**config.mk**
```make
export PLATFORM = sky130hd
export DESIGN_NAME = sbl_boot_loader
export DESIGN_NICKNAME = d
export VERILOG_FILES = /design/src/sbl_pkg.sv /design/src/sbl_boot_loader.sv
export SDC_FILE = /design/constraint.sdc
export NUM_CORES = 1
export LEC_CHECK = 0
export BUFFER_PORTS_ARGS = -buffer_cell sky130_fd_sc_hd__buf_4
export CORE_MARGIN = 4
export CORE_UTILIZATION = 42
export DETAILED_ROUTE_END_ITERATION = 10
export GPL_TIMING_DRIVEN = 1
export PLACE_DENSITY_LB_ADDON = 0.1
export SETUP_SLACK_MARGIN = 0.4
export SYNTH_ARGS = -nofsm -noshare
export SYNTH_HDL_FRONTEND = slang
export SYNTH_SLANG_ARGS = --single-unit
```
**constraint.sdc**
```tcl
create_clock -name CLOCK -period 4.45 [get_ports CLOCK]
set_input_delay 0.2225 -clock CLOCK [delete_from_list [all_inputs] [get_ports CLOCK]]
set_output_delay 0.2225 -clock CLOCK [all_outputs]
set_load 0.01 [all_outputs]
```
**src/sbl_pkg.sv**
```systemverilog
// Purpose: Constants and types of the strap sampled boot loader
// Assumes: One 125 MHz clock, synchronous active-low reset
// Notes:   Times are kept in microseconds; counts derive from them
package sbl_pkg;

  // ---------------------------------------------------------------
  // Clock and timing
  // ---------------------------------------------------------------
  localparam int CLK_MHZ        = 125;
  localparam int SYNC_STAGES    = 2;
  localparam int T_NAND_RST_US  = 25;
  localparam int T_NAND_READ_US = 50;
  localparam int CYC_NAND_RST   = T_NAND_RST_US * CLK_MHZ;
  localparam int CYC_NAND_READ  = T_NAND_READ_US * CLK_MHZ;

  // ---------------------------------------------------------------
  // Strap layout and encodings
  // ---------------------------------------------------------------
  localparam int AON_BIT = 7;
  localparam int ECC_BIT = 6;
  localparam int SRC_HI  = 5;
  localparam int SRC_LO  = 3;
  localparam int REF_HI  = 1;
  localparam int REF_LO  = 0;
  localparam logic [7:0] STRAP_RESET  = 8'h12;
  localparam logic [2:0] SRC_DRAM     = 3'h0;
  localparam logic [2:0] SRC_SPI_STD  = 3'h1;
  localparam logic [2:0] SRC_RSVD     = 3'h2;
  localparam logic [2:0] SRC_SPI_PAGE = 3'h3;
  localparam logic [2:0] SRC_NAND     = 3'h4;
  localparam logic [1:0] REF_13M      = 2'h0;
  localparam logic [1:0] REF_19M2     = 2'h1;
  localparam logic [1:0] REF_24M      = 2'h2;
  localparam logic [1:0] REF_27M      = 2'h3;

  // ---------------------------------------------------------------
  // Flash commands and sizes
  // ---------------------------------------------------------------
  localparam logic [7:0]  OP_SPI_STD      = 8'h03;
  localparam logic [7:0]  OP_SPI_PAGE     = 8'he8;
  localparam logic [7:0]  NAND_RESET      = 8'hff;
  localparam logic [7:0]  NAND_READ       = 8'h00;
  localparam logic [7:0]  NAND_CONFIRM    = 8'h30;
  localparam logic [7:0]  NAND_ADDR       = 8'h00;
  localparam logic [2:0]  NAND_ADDR_LAST  = 3'h4;
  localparam logic [1:0]  NAND_BLK_LAST   = 2'h3;
  localparam logic [31:0] NAND_PAGE_BYTES = 32'h0000_0800;
  localparam logic [31:0] NAND_ECC_BYTES  = 32'h0000_0200;
  localparam logic [31:0] WORD_BYTES      = 32'h0000_0004;
  localparam logic [11:0] CMD_LEN_NONE    = 12'h000;
  localparam logic [1:0]  CMD_BYTE        = 2'h0;
  localparam logic [1:0]  CMD_ADDR        = 2'h1;
  localparam logic [1:0]  CMD_NREAD       = 2'h2;
  localparam logic [1:0]  CMD_SPI         = 2'h3;
  localparam logic [1:0]  BUF_DEPTH       = 2'h2;

  // ---------------------------------------------------------------
  // State
  // ---------------------------------------------------------------
  typedef enum logic [3:0] {
    S_CAPT, S_SEL, S_NRST, S_W25, S_N00, S_NADR, S_N30, S_W50,
    S_NRD, S_SPI, S_COPY, S_ECC, S_REL, S_FAIL, S_PARK
  } sbl_state_t;

  typedef struct packed {
    sbl_state_t  st;
    logic [7:0]  sync1;
    logic [7:0]  sync2;
    logic [7:0]  strap;
    logic        strap_valid;
    logic [15:0] wait_cnt;
    logic [2:0]  addr_idx;
    logic [1:0]  blk;
    logic [31:0] blk_bytes;
    logic        hdr;
    logic [31:0] remain;
    logic [29:0] waddr;
    logic [31:0] buf0;
    logic [31:0] buf1;
    logic        wp;
    logic        rp;
    logic [1:0]  cnt;
    logic [1:0]  cmd_kind;
    logic [7:0]  cmd_byte;
    logic [11:0] cmd_len;
    logic        cpu_rel;
    logic        fail;
  } sbl_ctl_t;

endpackage

```
**src/sbl_boot_loader.sv**
```systemverilog
// Purpose: Strap capture and hardware boot loader
// Assumes: Flash front end and DRAM port share CLOCK
// Notes:   First stream word is the total image byte count
// Function
// - Capture boot straps from display data pins at reset release
// - Leave display data pins undriven during reset
// - Strap bit 7 enables always-on power domain, default off
// - Strap bit 6 enables NAND boot ECC, default off
// - Strap bits 5..3 choose boot source, reserved default
// - Strap bits 1..0 give reference frequency, 24 MHz default
// - Move received words into DRAM until the byte count expires
// - Hold main processor in reset while loading
// - Release main processor when byte count expires; NAND releases at end of page or ECC block
// - Source 000 skips loader, releases processor at once
// - Source 011 reads serial flash with opcode e8
// - Source 001 reads serial flash with opcode 03
// - NAND boot sends reset ff then waits 25 us
// - NAND then sends 00, five zero address bytes, 30
// - Wait 50 us, then read one 2 Kbyte page
// - With ECC, read page as four 512 byte blocks
// - ECC error keeps processor in reset forever
`timescale 1ns/1ps
module sbl_boot_loader
  import sbl_pkg::*;
#(
  parameter int NAND_READ_WAIT_CYC = CYC_NAND_READ
) (
  input  wire logic        CLOCK,
  input  wire logic        RST_N,
  input  wire logic [7:0]  DIP_DATA_I,
  output logic      [7:0]  DIP_DATA_O,
  output logic      [7:0]  DIP_DATA_OE,
  output logic             STRAP_VALID,
  output logic             AON_EN,
  output logic             NAND_ECC_EN,
  output logic      [2:0]  BOOT_SRC,
  output logic      [1:0]  REF_CLK_SEL,
  output logic             FE_CMD_VALID,
  input  wire logic        FE_CMD_READY,
  output logic      [1:0]  FE_CMD_KIND,
  output logic      [7:0]  FE_CMD_BYTE,
  output logic      [11:0] FE_CMD_LEN,
  input  wire logic        RX_VALID,
  output logic             RX_READY,
  input  wire logic [31:0] RX_DATA,
  input  wire logic        ECC_DONE,
  input  wire logic        ECC_ERR,
  output logic             DRAM_VALID,
  input  wire logic        DRAM_READY,
  output logic      [31:0] DRAM_ADDR,
  output logic      [31:0] DRAM_DATA,
  output logic             CPU_RST_N,
  output logic             BOOT_BUSY,
  output logic             BOOT_ERR
);

  // ---------------------------------------------------------------
  // Helpers
  // ---------------------------------------------------------------
  function automatic logic [31:0] sub4(input logic [31:0] v);
    sub4 = (v < WORD_BYTES) ? '0 : v - WORD_BYTES;
  endfunction

  function automatic logic [21:0] cmd_for(input sbl_state_t s,
                                          input logic [2:0] src,
                                          input logic ecc);
    cmd_for = {CMD_BYTE, NAND_READ, CMD_LEN_NONE};
    case (s)
      S_NRST: cmd_for = {CMD_BYTE, NAND_RESET, CMD_LEN_NONE};
      S_NADR: cmd_for = {CMD_ADDR, NAND_ADDR, CMD_LEN_NONE};
      S_N30:  cmd_for = {CMD_BYTE, NAND_CONFIRM, CMD_LEN_NONE};
      S_NRD:  cmd_for = {CMD_NREAD, NAND_READ,
                         ecc ? NAND_ECC_BYTES[11:0]
                             : NAND_PAGE_BYTES[11:0]};
      S_SPI:  cmd_for = {CMD_SPI,
                         (src == SRC_SPI_PAGE) ? OP_SPI_PAGE
                                               : OP_SPI_STD,
                         CMD_LEN_NONE};
      default: cmd_for = {CMD_BYTE, NAND_READ, CMD_LEN_NONE};
    endcase
  endfunction

  // ---------------------------------------------------------------
  // State and flow terms
  // ---------------------------------------------------------------
  sbl_ctl_t   ctl_reg;
  sbl_ctl_t   ctl_next;
  logic       is_nand;
  logic       use_ecc;
  logic       keep;
  logic       cmd_state;
  logic       cmd_ok;
  logic       push;
  logic       wr;
  logic       pop;

  assign is_nand   = ctl_reg.strap[SRC_HI:SRC_LO] == SRC_NAND;
  assign use_ecc   = is_nand && ctl_reg.strap[ECC_BIT];
  assign keep      = ctl_reg.hdr || (ctl_reg.remain != '0);
  assign cmd_state = ctl_reg.st inside {S_NRST, S_N00, S_NADR,
                                        S_N30, S_NRD, S_SPI};
  assign cmd_ok    = cmd_state && FE_CMD_READY;
  assign RX_READY  = (ctl_reg.st == S_COPY) && (ctl_reg.cnt != BUF_DEPTH)
                     && (is_nand ? (ctl_reg.blk_bytes != '0) : keep);
  assign push      = RX_VALID && RX_READY;
  assign wr        = push && keep;
  assign pop       = DRAM_VALID && DRAM_READY;

  always_comb begin
    ctl_next       = ctl_reg;
    ctl_next.sync1 = DIP_DATA_I;
    ctl_next.sync2 = ctl_reg.sync1;
    // Two-entry buffer between receive FIFO and DRAM
    if (wr) begin
      if (ctl_reg.wp) begin
        ctl_next.buf1 = RX_DATA;
      end else begin
        ctl_next.buf0 = RX_DATA;
      end
      ctl_next.wp = ~ctl_reg.wp;
      if (ctl_reg.hdr) begin
        ctl_next.hdr    = 1'b0;
        ctl_next.remain = sub4(RX_DATA);
      end else begin
        ctl_next.remain = sub4(ctl_reg.remain);
      end
    end
    if (push && is_nand) begin
      ctl_next.blk_bytes = sub4(ctl_reg.blk_bytes);
    end
    if (pop) begin
      ctl_next.rp    = ~ctl_reg.rp;
      ctl_next.waddr = ctl_reg.waddr + 30'h0000_0001;
    end
    case ({wr, pop})
      2'h2:    ctl_next.cnt = ctl_reg.cnt + 2'h1;
      2'h1:    ctl_next.cnt = ctl_reg.cnt - 2'h1;
      default: ctl_next.cnt = ctl_reg.cnt;
    endcase
    // Boot sequence
    case (ctl_reg.st)
      S_CAPT: begin
        if (ctl_reg.wait_cnt == 16'(SYNC_STAGES)) begin
          ctl_next.strap       = ctl_reg.sync2;
          ctl_next.strap_valid = 1'b1;
          ctl_next.st          = S_SEL;
        end
      end
      S_SEL: begin
        case (ctl_reg.strap[SRC_HI:SRC_LO])
          SRC_DRAM:     ctl_next.st = S_REL;
          SRC_SPI_STD:  ctl_next.st = S_SPI;
          SRC_SPI_PAGE: ctl_next.st = S_SPI;
          SRC_NAND:     ctl_next.st = S_NRST;
          default:      ctl_next.st = S_PARK;
        endcase
      end
      S_NRST: if (cmd_ok) ctl_next.st = S_W25;
      S_W25: begin
        if (ctl_reg.wait_cnt == 16'(CYC_NAND_RST - 1)) begin
          ctl_next.st = S_N00;
        end
      end
      S_N00: begin
        if (cmd_ok) begin
          ctl_next.st       = S_NADR;
          ctl_next.addr_idx = '0;
        end
      end
      S_NADR: begin
        if (cmd_ok) begin
          if (ctl_reg.addr_idx == NAND_ADDR_LAST) begin
            ctl_next.st = S_N30;
          end else begin
            ctl_next.addr_idx = ctl_reg.addr_idx + 3'h1;
          end
        end
      end
      S_N30: if (cmd_ok) ctl_next.st = S_W50;
      S_W50: begin
        if (ctl_reg.wait_cnt == 16'(NAND_READ_WAIT_CYC - 1)) begin
          ctl_next.st = S_NRD;
        end
      end
      S_NRD: begin
        if (cmd_ok) begin
          ctl_next.st        = S_COPY;
          ctl_next.blk_bytes = use_ecc ? NAND_ECC_BYTES
                                       : NAND_PAGE_BYTES;
        end
      end
      S_SPI: if (cmd_ok) ctl_next.st = S_COPY;
      S_COPY: begin
        if (is_nand) begin
          if (ctl_next.blk_bytes == '0 && ctl_next.cnt == 2'h0) begin
            ctl_next.st = use_ecc ? S_ECC : S_REL;
          end
        end else if (!ctl_next.hdr && ctl_next.remain == '0 &&
                     ctl_next.cnt == 2'h0) begin
          ctl_next.st = S_REL;
        end
      end
      S_ECC: begin
        if (ECC_DONE) begin
          if (ECC_ERR) begin
            ctl_next.st = S_FAIL;
          end else if (ctl_reg.blk == NAND_BLK_LAST ||
                       ctl_reg.remain == '0) begin
            ctl_next.st = S_REL;
          end else begin
            ctl_next.blk = ctl_reg.blk + 2'h1;
            ctl_next.st  = S_NRD;
          end
        end
      end
      default: ctl_next.st = ctl_reg.st;
    endcase
    ctl_next.wait_cnt = (ctl_next.st != ctl_reg.st) ? '0
                        : ctl_reg.wait_cnt + 16'h0001;
    {ctl_next.cmd_kind, ctl_next.cmd_byte, ctl_next.cmd_len} =
      cmd_for(ctl_next.st, ctl_next.strap[SRC_HI:SRC_LO],
              ctl_next.strap[ECC_BIT]);
    ctl_next.cpu_rel = ctl_next.st == S_REL;
    ctl_next.fail    = ctl_next.st == S_FAIL;
  end

  always_ff @(posedge CLOCK) begin
    if (!RST_N) begin
      ctl_reg       <= '0;
      ctl_reg.strap <= STRAP_RESET;
      ctl_reg.hdr   <= 1'b1;
    end else begin
      ctl_reg <= ctl_next;
    end
  end

  // ---------------------------------------------------------------
  // Outputs
  // ---------------------------------------------------------------
  assign DIP_DATA_O   = '0;
  assign DIP_DATA_OE  = '0;
  assign STRAP_VALID  = ctl_reg.strap_valid;
  assign AON_EN       = ctl_reg.strap[AON_BIT];
  assign NAND_ECC_EN  = ctl_reg.strap[ECC_BIT];
  assign BOOT_SRC     = ctl_reg.strap[SRC_HI:SRC_LO];
  assign REF_CLK_SEL  = ctl_reg.strap[REF_HI:REF_LO];
  assign FE_CMD_VALID = cmd_state;
  assign FE_CMD_KIND  = ctl_reg.cmd_kind;
  assign FE_CMD_BYTE  = ctl_reg.cmd_byte;
  assign FE_CMD_LEN   = ctl_reg.cmd_len;
  assign DRAM_VALID   = ctl_reg.cnt != 2'h0;
  assign DRAM_ADDR    = {ctl_reg.waddr, 2'h0};
  assign DRAM_DATA    = ctl_reg.rp ? ctl_reg.buf1 : ctl_reg.buf0;
  assign CPU_RST_N    = ctl_reg.cpu_rel;
  assign BOOT_BUSY    = ctl_reg.st != S_REL;
  assign BOOT_ERR     = ctl_reg.fail;
endmodule

```
==> Yosys cells after proc, flatten, opt, wreduce, memory -nomap -nowiden <==
Index checks and enable logic that the tools add are counted.
{ "word_totals": {"latch_bits": 0, "ff_bits": 237, "memories": 0, "mem_bits_ro": 0, "ramBits": 0, "out_inout_bits": 116, "word_cells": 147, "input_bits": 47} }
{ "op_classes": {"div_mod_pow": 0, "n_eq_ne": 35, "n_addsub": 9, "multipliers": 0, "mux": 39, "reduce_logical": 33, "n_shift": 0, "order_cmp": 3, "bitwise": 5} }
{ "op_table": {"columns": ["op", "count"], "rows": [
  ["32-bit two-way mux", 8],
  ["22-bit case mux with 5 select lines", 1],
  ["32-bit zero test", 3],
  ["32-bit by 3-bit less-than comparator with 1-bit output, second input constant", 3],
  ["32-bit by 3-bit subtractor with 32-bit output, second input constant", 3],
  ["32-bit nonzero test", 2],
  ["4-bit two-way mux", 13],
  ["4-bit case mux with 11 select lines", 1],
  ["33-bit two-way mux", 1],
  ["4-bit equality test, second input constant", 8],
  ["30-bit by 1-bit adder with 30-bit output, second input constant", 1],
  ["4-bit by 3-bit equality test with 1-bit output, second input constant", 6],
  ["12-bit two-way mux", 2],
  ["8-bit two-way mux", 3],
  ["3-bit two-way mux", 6],
  ["16-bit by 1-bit adder with 16-bit output, second input constant", 1],
  ["16-bit by 12-bit equality test with 1-bit output, second input constant", 1],
  ["16-bit by 13-bit equality test with 1-bit output, second input constant", 1],
  ["16-bit by 2-bit equality test with 1-bit output, second input constant", 1],
  ["4-bit by 2-bit equality test with 1-bit output, second input constant", 3],
  ["4-bit case mux with 3 select lines", 1],
  ["1-bit logical AND", 11],
  ["2-bit inequality test, second input constant", 4],
  ["4-bit AND reduction", 2],
  ["24 further kinds", 38]
]} }

==> Depth between registers and ports, before layout <==
{ "depth": {"word_depth": 15, "depth_mapped": 20, "ltp_nobuf": 17} }

==> Least setup slack after synthesis <==
No wires, ideal clock.
{ "synth_timing": {"kind": "reg-to-reg", "from": "register ctl_reg[159] (netlist name)", "to": "register ctl_reg (netlist bit FE_CMD_BYTE[6])", "n_path_buf": 3, "arrival_ns": 4.813, "period_less_slack_ns": 4.888, "setup_slack_ns": -0.438, "setup_time_ns": 0.075, "required_ns": 4.375, "stages_incl_launch_ff": 19, "path_cell_list": "dfxtp_1 clkbuf_1 or4_1 nor4_1 nand4_1 o211a_1 inv_2 buf_2 clkbuf_1 ha_1 nor2_1 a22oi_1 a211oi_1 nand4_1 or4_1 a2111oi_4 o22ai_2 or4_4 o22ai_1"} }
{ "synth_between": {"elab_chain_cells": 14, "elab_cells_between_ends": 31, "classes_between": "1 x add/sub; 1 x order compare; 7 x eq/ne; 10 x mux; 12 x reduce/logical"} }
{ "synth_rtl": {"columns": ["element", "line", "rtl"], "rows": [
  ["start, declared", "sbl_boot_loader.sv:86", "sbl_ctl_t ctl_reg;"],
  ["start signal, assigned", "sbl_boot_loader.sv:233", "ctl_reg <= ctl_next;"],
  ["parallel branches: the longest is 10 deep, another holds 32-bit by 3-bit subtractor with 32-bit output", null, null],
  ["4-bit two-way mux (*)", "sbl_boot_loader.sv:194", "if (is_nand) begin"],
  ["4-bit case mux with 11 select lines (*)", "sbl_boot_loader.sv:141", "case (ctl_reg.st)"],
  ["4-bit equality test, or another cell as far along", "sbl_boot_loader.sv:68", "case (s)"],
  ["22-bit case mux with 5 select lines (*)", "sbl_boot_loader.sv:68", null]
]} }
Every way passes the cells marked *.
A chain may end at the register's enable or synchronous reset.

==> Worst setup path in the final report <==
{ "layout_timing": {"from": "register ctl_reg[151] (netlist name)", "to": "register ctl_reg[206] (netlist name)"} }
{ "layout_between": {"elab_chain_cells": 15, "elab_cells_between_ends": 34, "classes_between": "1 x add/sub; 1 x order compare; 3 x eq/ne; 13 x mux; 16 x reduce/logical"} }
{ "layout_rtl": {"columns": ["element", "line", "rtl"], "rows": [
  ["parallel branches: the longest is 12 deep, another holds 32-bit by 3-bit subtractor with 32-bit output", null, null],
  ["4-bit case mux with 11 select lines (*)", "sbl_boot_loader.sv:141", null],
  ["4-bit inequality test (*)", "sbl_boot_loader.sv:218", "ctl_next.wait_cnt = (ctl_next.st != ctl_reg.st) ? '0"],
  ["2-bit OR reduction (no line) (*)", null, null]
]} }
Marked as above.

==> metrics.yaml <==
die:
  fp.dieW_um: 178
  die_height_um: 178
  io_pins: 163
  coreArea_um2: 28100
  start_util_pct: 43.0
  dieArea_um2: 31600
  rows: 61
cells_and_area:
  largest_reg_flops: 165
  fill_cells: 2718
  final_nets: 1772
  area_delta_synth_final_pct: 25.8
  fin_cells: 2109
  final_common_cell: "buf_4"
  n_antenna_cell: 0
  fin_util_pct: 54.2
  layout_common_cells: "buf_4, nand2_1, dfxtp_1"
  drive_above_1_share_pct: 22.1
placement:
  io_buffers: 133
  place_hpwl_mm: 24.4
  dpl.cell_count: 1994
  gp_congestion: 0.910
yosys:
  ys_ff_latch: 221
  synth_seq_area_share_pct: 36.6
  synth_top_flop_cell: "dfxtp_1"
  syn_area_um2: 12100
  synthCells: 1553
  yosysUniqueCellTypes: 79
  async_flop_share_pct: 0
  ys_warn_count: 0
  avgSynthCellArea_um2: 7.78
  synth_edf_count: 0
clock_network:
  h-tree-depth: 1
  cts.sink_count: 221
  cts_buffers: 26
  cts-root-buf: "clkbuf_16"
  tritoncts: "yes"
  clk_pin_slew_ns: 0.06
  clk-insertion-delay-late_ns: 0.55
  clk_path_buf_depth: 3
pwr:
  leakage_uw: 0.00597
  ir_worst_vdd_mv: 0.275
  power_density_nw_per_um2: 364
routing:
  drt_wl_total_mm: 35.2
  ant_nets: 0
  drt-initial-drc-count: 756
  vias: 11500
  via_per_inst: 5.44
  firstDrtPassIters: 5
  wire_per_inst_um: 16.7
  drc: 0
sta:
  max_freq_ghz: 0.240
  rsz0062_at_grt: "yes"
  maxSlewViolCount: 0
  worst_pin_slew_ns: 1.14
  period_minus_slack_ns: 4.17
  fin_skew_ns: 0.0216
  hold_viol: 0
  finalCritPeriodShare_pct: 93.7
  setup_viol_count_final: 0
  relSlewSlack_pct: 23.9
  finalSetupTns_ns: 0
global_route:
  gr-usage-met2_pct: 35.0
  grt_pass1_wl_mm: 56.1
  grtUsageMet1_pct: 29.4
  busiest_layer: "met2"
  grt_max_degree: 62
  gr-usage-all-layers_pct: 21.3
  antenna_found_initial: 0
  grt_overflow: 0
  grt_pass1_vias: 10800
  met3_usage_pct: 3.20
worst_setup_path:
  end_kind: "flop"
  crit_start: "ctl_reg[151]$_SDFF_PN0_"
  cpPeakStageDelay_ns: 0.54
  cp.buffers_inverters: 5
  reg2reg_slack_ns: 0.28
  worstPathArrival_ns: 4.54
  r2r_end: "ctl_reg[206]$_SDFF_PP0_"
  required_ns: 4.82
  path_delay_family: "simple AND/OR/NAND/NOR gates"
  critPathMaxFanout: 8
  ff2ff_path_depth: 15
  reg2reg_from: "ctl_reg[151]$_SDFF_PN0_"
  cp_slowest_cell: "or4_4"
  start_kind: "flop"
  path_common_cell: "buf_4"
  worstPathCellList: "or4_4 -> or3_4 -> o41ai_4 -> buf_4 -> buf_6 -> o21ai_0 -> a22o_1 -> nor4_2 -> buf_4 -> nand4_1 -> buf_4 -> or3_4 -> a31oi_4 -> clkbuf_16 -> nor3_1"
  path_class: "flop to flop"
status:
  run_status: "finished clean"
hold_path:
  min-delay-start: "RST_N"
  whs_path_depth: 2
  min_to: "BOOT_SRC[1]$_SDFF_PN1_"
  hold_class: "input pin to flop"
flow_run:
  cap_violations: 0
synth_stat cells, drive strengths merged, types with 3 or more instances:
| cell type | number | area (µm²) |
|---|---|---|
| ha | 13 | 163 |
| a211o | 3 | 26.3 |
| nand3 | 46 | 230 |
| nand4 | 27 | 169 |
| o21a | 7 | 52.6 |
| dfxtp | 221 | 4420 |
| a211oi | 3 | 22.5 |
| o22ai | 11 | 75.1 |
| xnor2 | 33 | 289 |
| clkbuf | 73 | 275 |
| mux2 | 34 | 383 |
| a22o | 5 | 43.8 |
| or4 | 21 | 176 |
| and4 | 5 | 43.8 |
| inv | 32 | 120 |
| o2111ai | 3 | 26.3 |
| or2 | 8 | 50.1 |
| mux2i | 14 | 140 |
| nor3b | 5 | 37.5 |
| and3 | 18 | 113 |
| nand2b | 7 | 43.8 |
| a31o | 3 | 26.3 |
| nand2 | 214 | 803 |
| nand4b | 3 | 26.3 |
| o211ai | 6 | 45.0 |
| nand3b | 4 | 30.0 |
| nor2 | 170 | 638 |
| a32oi | 7 | 61.3 |
| a21oi | 125 | 626 |
| a31oi | 9 | 62.6 |
| buf | 86 | 613 |
| and2 | 41 | 257 |
| nor4 | 40 | 263 |
| xor2 | 46 | 403 |
| nor2b | 4 | 25.0 |
| o31ai | 6 | 45.0 |
| nor3 | 55 | 280 |
| or3 | 25 | 156 |
| o21ai | 69 | 345 |
| nor4b | 6 | 52.6 |
| a22oi | 7 | 52.6 |
cell type report:
type / instances / area (µm²) / area share (%)
repair buffers: 263 / 2110 / 13.9
well taps: 378 / 473 / 3.11
flip-flops and latches: 221 / 4440 / 29.2
multi-input cells: 1168 / 7090 / 46.6
clock buffers: 31 / 699 / 4.60
clock inverters: 16 / 273 / 1.79
inverters: 32 / 125 / 0.822
worst max path at each step:
stage | endpoint | slack [ns] | depth (start not counted)
after floorplan | FE_CMD_BYTE[5]$_SDFF_PN0_ | 0.38 | 19
after global placement | FE_CMD_BYTE[5]$_SDFF_PN0_ | 0.23 | 11
after detailed placement | FE_CMD_BYTE[6]$_SDFF_PN0_ | 0.17 | 11
after CTS | FE_CMD_BYTE[5]$_SDFF_PN0_ | 0.40 | 11
after global routing | FE_CMD_LEN[9]$_SDFF_PN0_ | 0.15 | 17
final | ctl_reg[206]$_SDFF_PP0_ | 0.28 | 15
per-layer routing:
| metal | part of all wire, % | wire length [µm] | up-vias |
|---|---|---|---|
| li1 | - | - | 5684 |
| met5 | 0 | 0 | - |
| met1 | 46 | 16100 | 5377 |
| met2 | 46 | 16200 | 343 |
| met3 | 5.7 | 2000 | 64 |
| met4 | 2.5 | 864 | 0 |
report_power, final:
part	switching, µW	internal, µW
Sequential	42.9	2050
Combinational	619	432
Clock	863	1530
stage by stage:
stage,hold slack [ns],worst slack (ns),total power (µW),instance area (µm²)
after floorplan,0.350,0.382,2760,12300
after global placement,0.415,0.234,3010,13300
after detailed placement,0.421,0.175,3020,13300
after CTS,0.0684,0.398,5490,14900
after global routing,0.0924,0.147,5760,15200
final,0.0941,0.279,5530,15200
kinds of logic (layout without fill, tap and decap cells):
logic type,count (synthesis),after routing,share of synthesized area [%]
flops,221,221,36.6
xor+xnor,79,79,5.72
fa+ha+maj,13,13,1.35
simple gates,706,706,28.6
compound gates,294,294,15.0
other cells,1,28,0.0310
buf+inv,191,342,8.34
mux,48,48,4.33
timing repair:
action                                 in CTS  in global routing
hold buffers                               39                  0
endpoints found under the hold margin      72                  0
setup endpoints to repair                  27                 28
cloned                                      1                  1
pin swaps                                   3                 17
resized for setup                          13                 53
setup buffers                              19                  8
(Power assumes the default switching activity.)
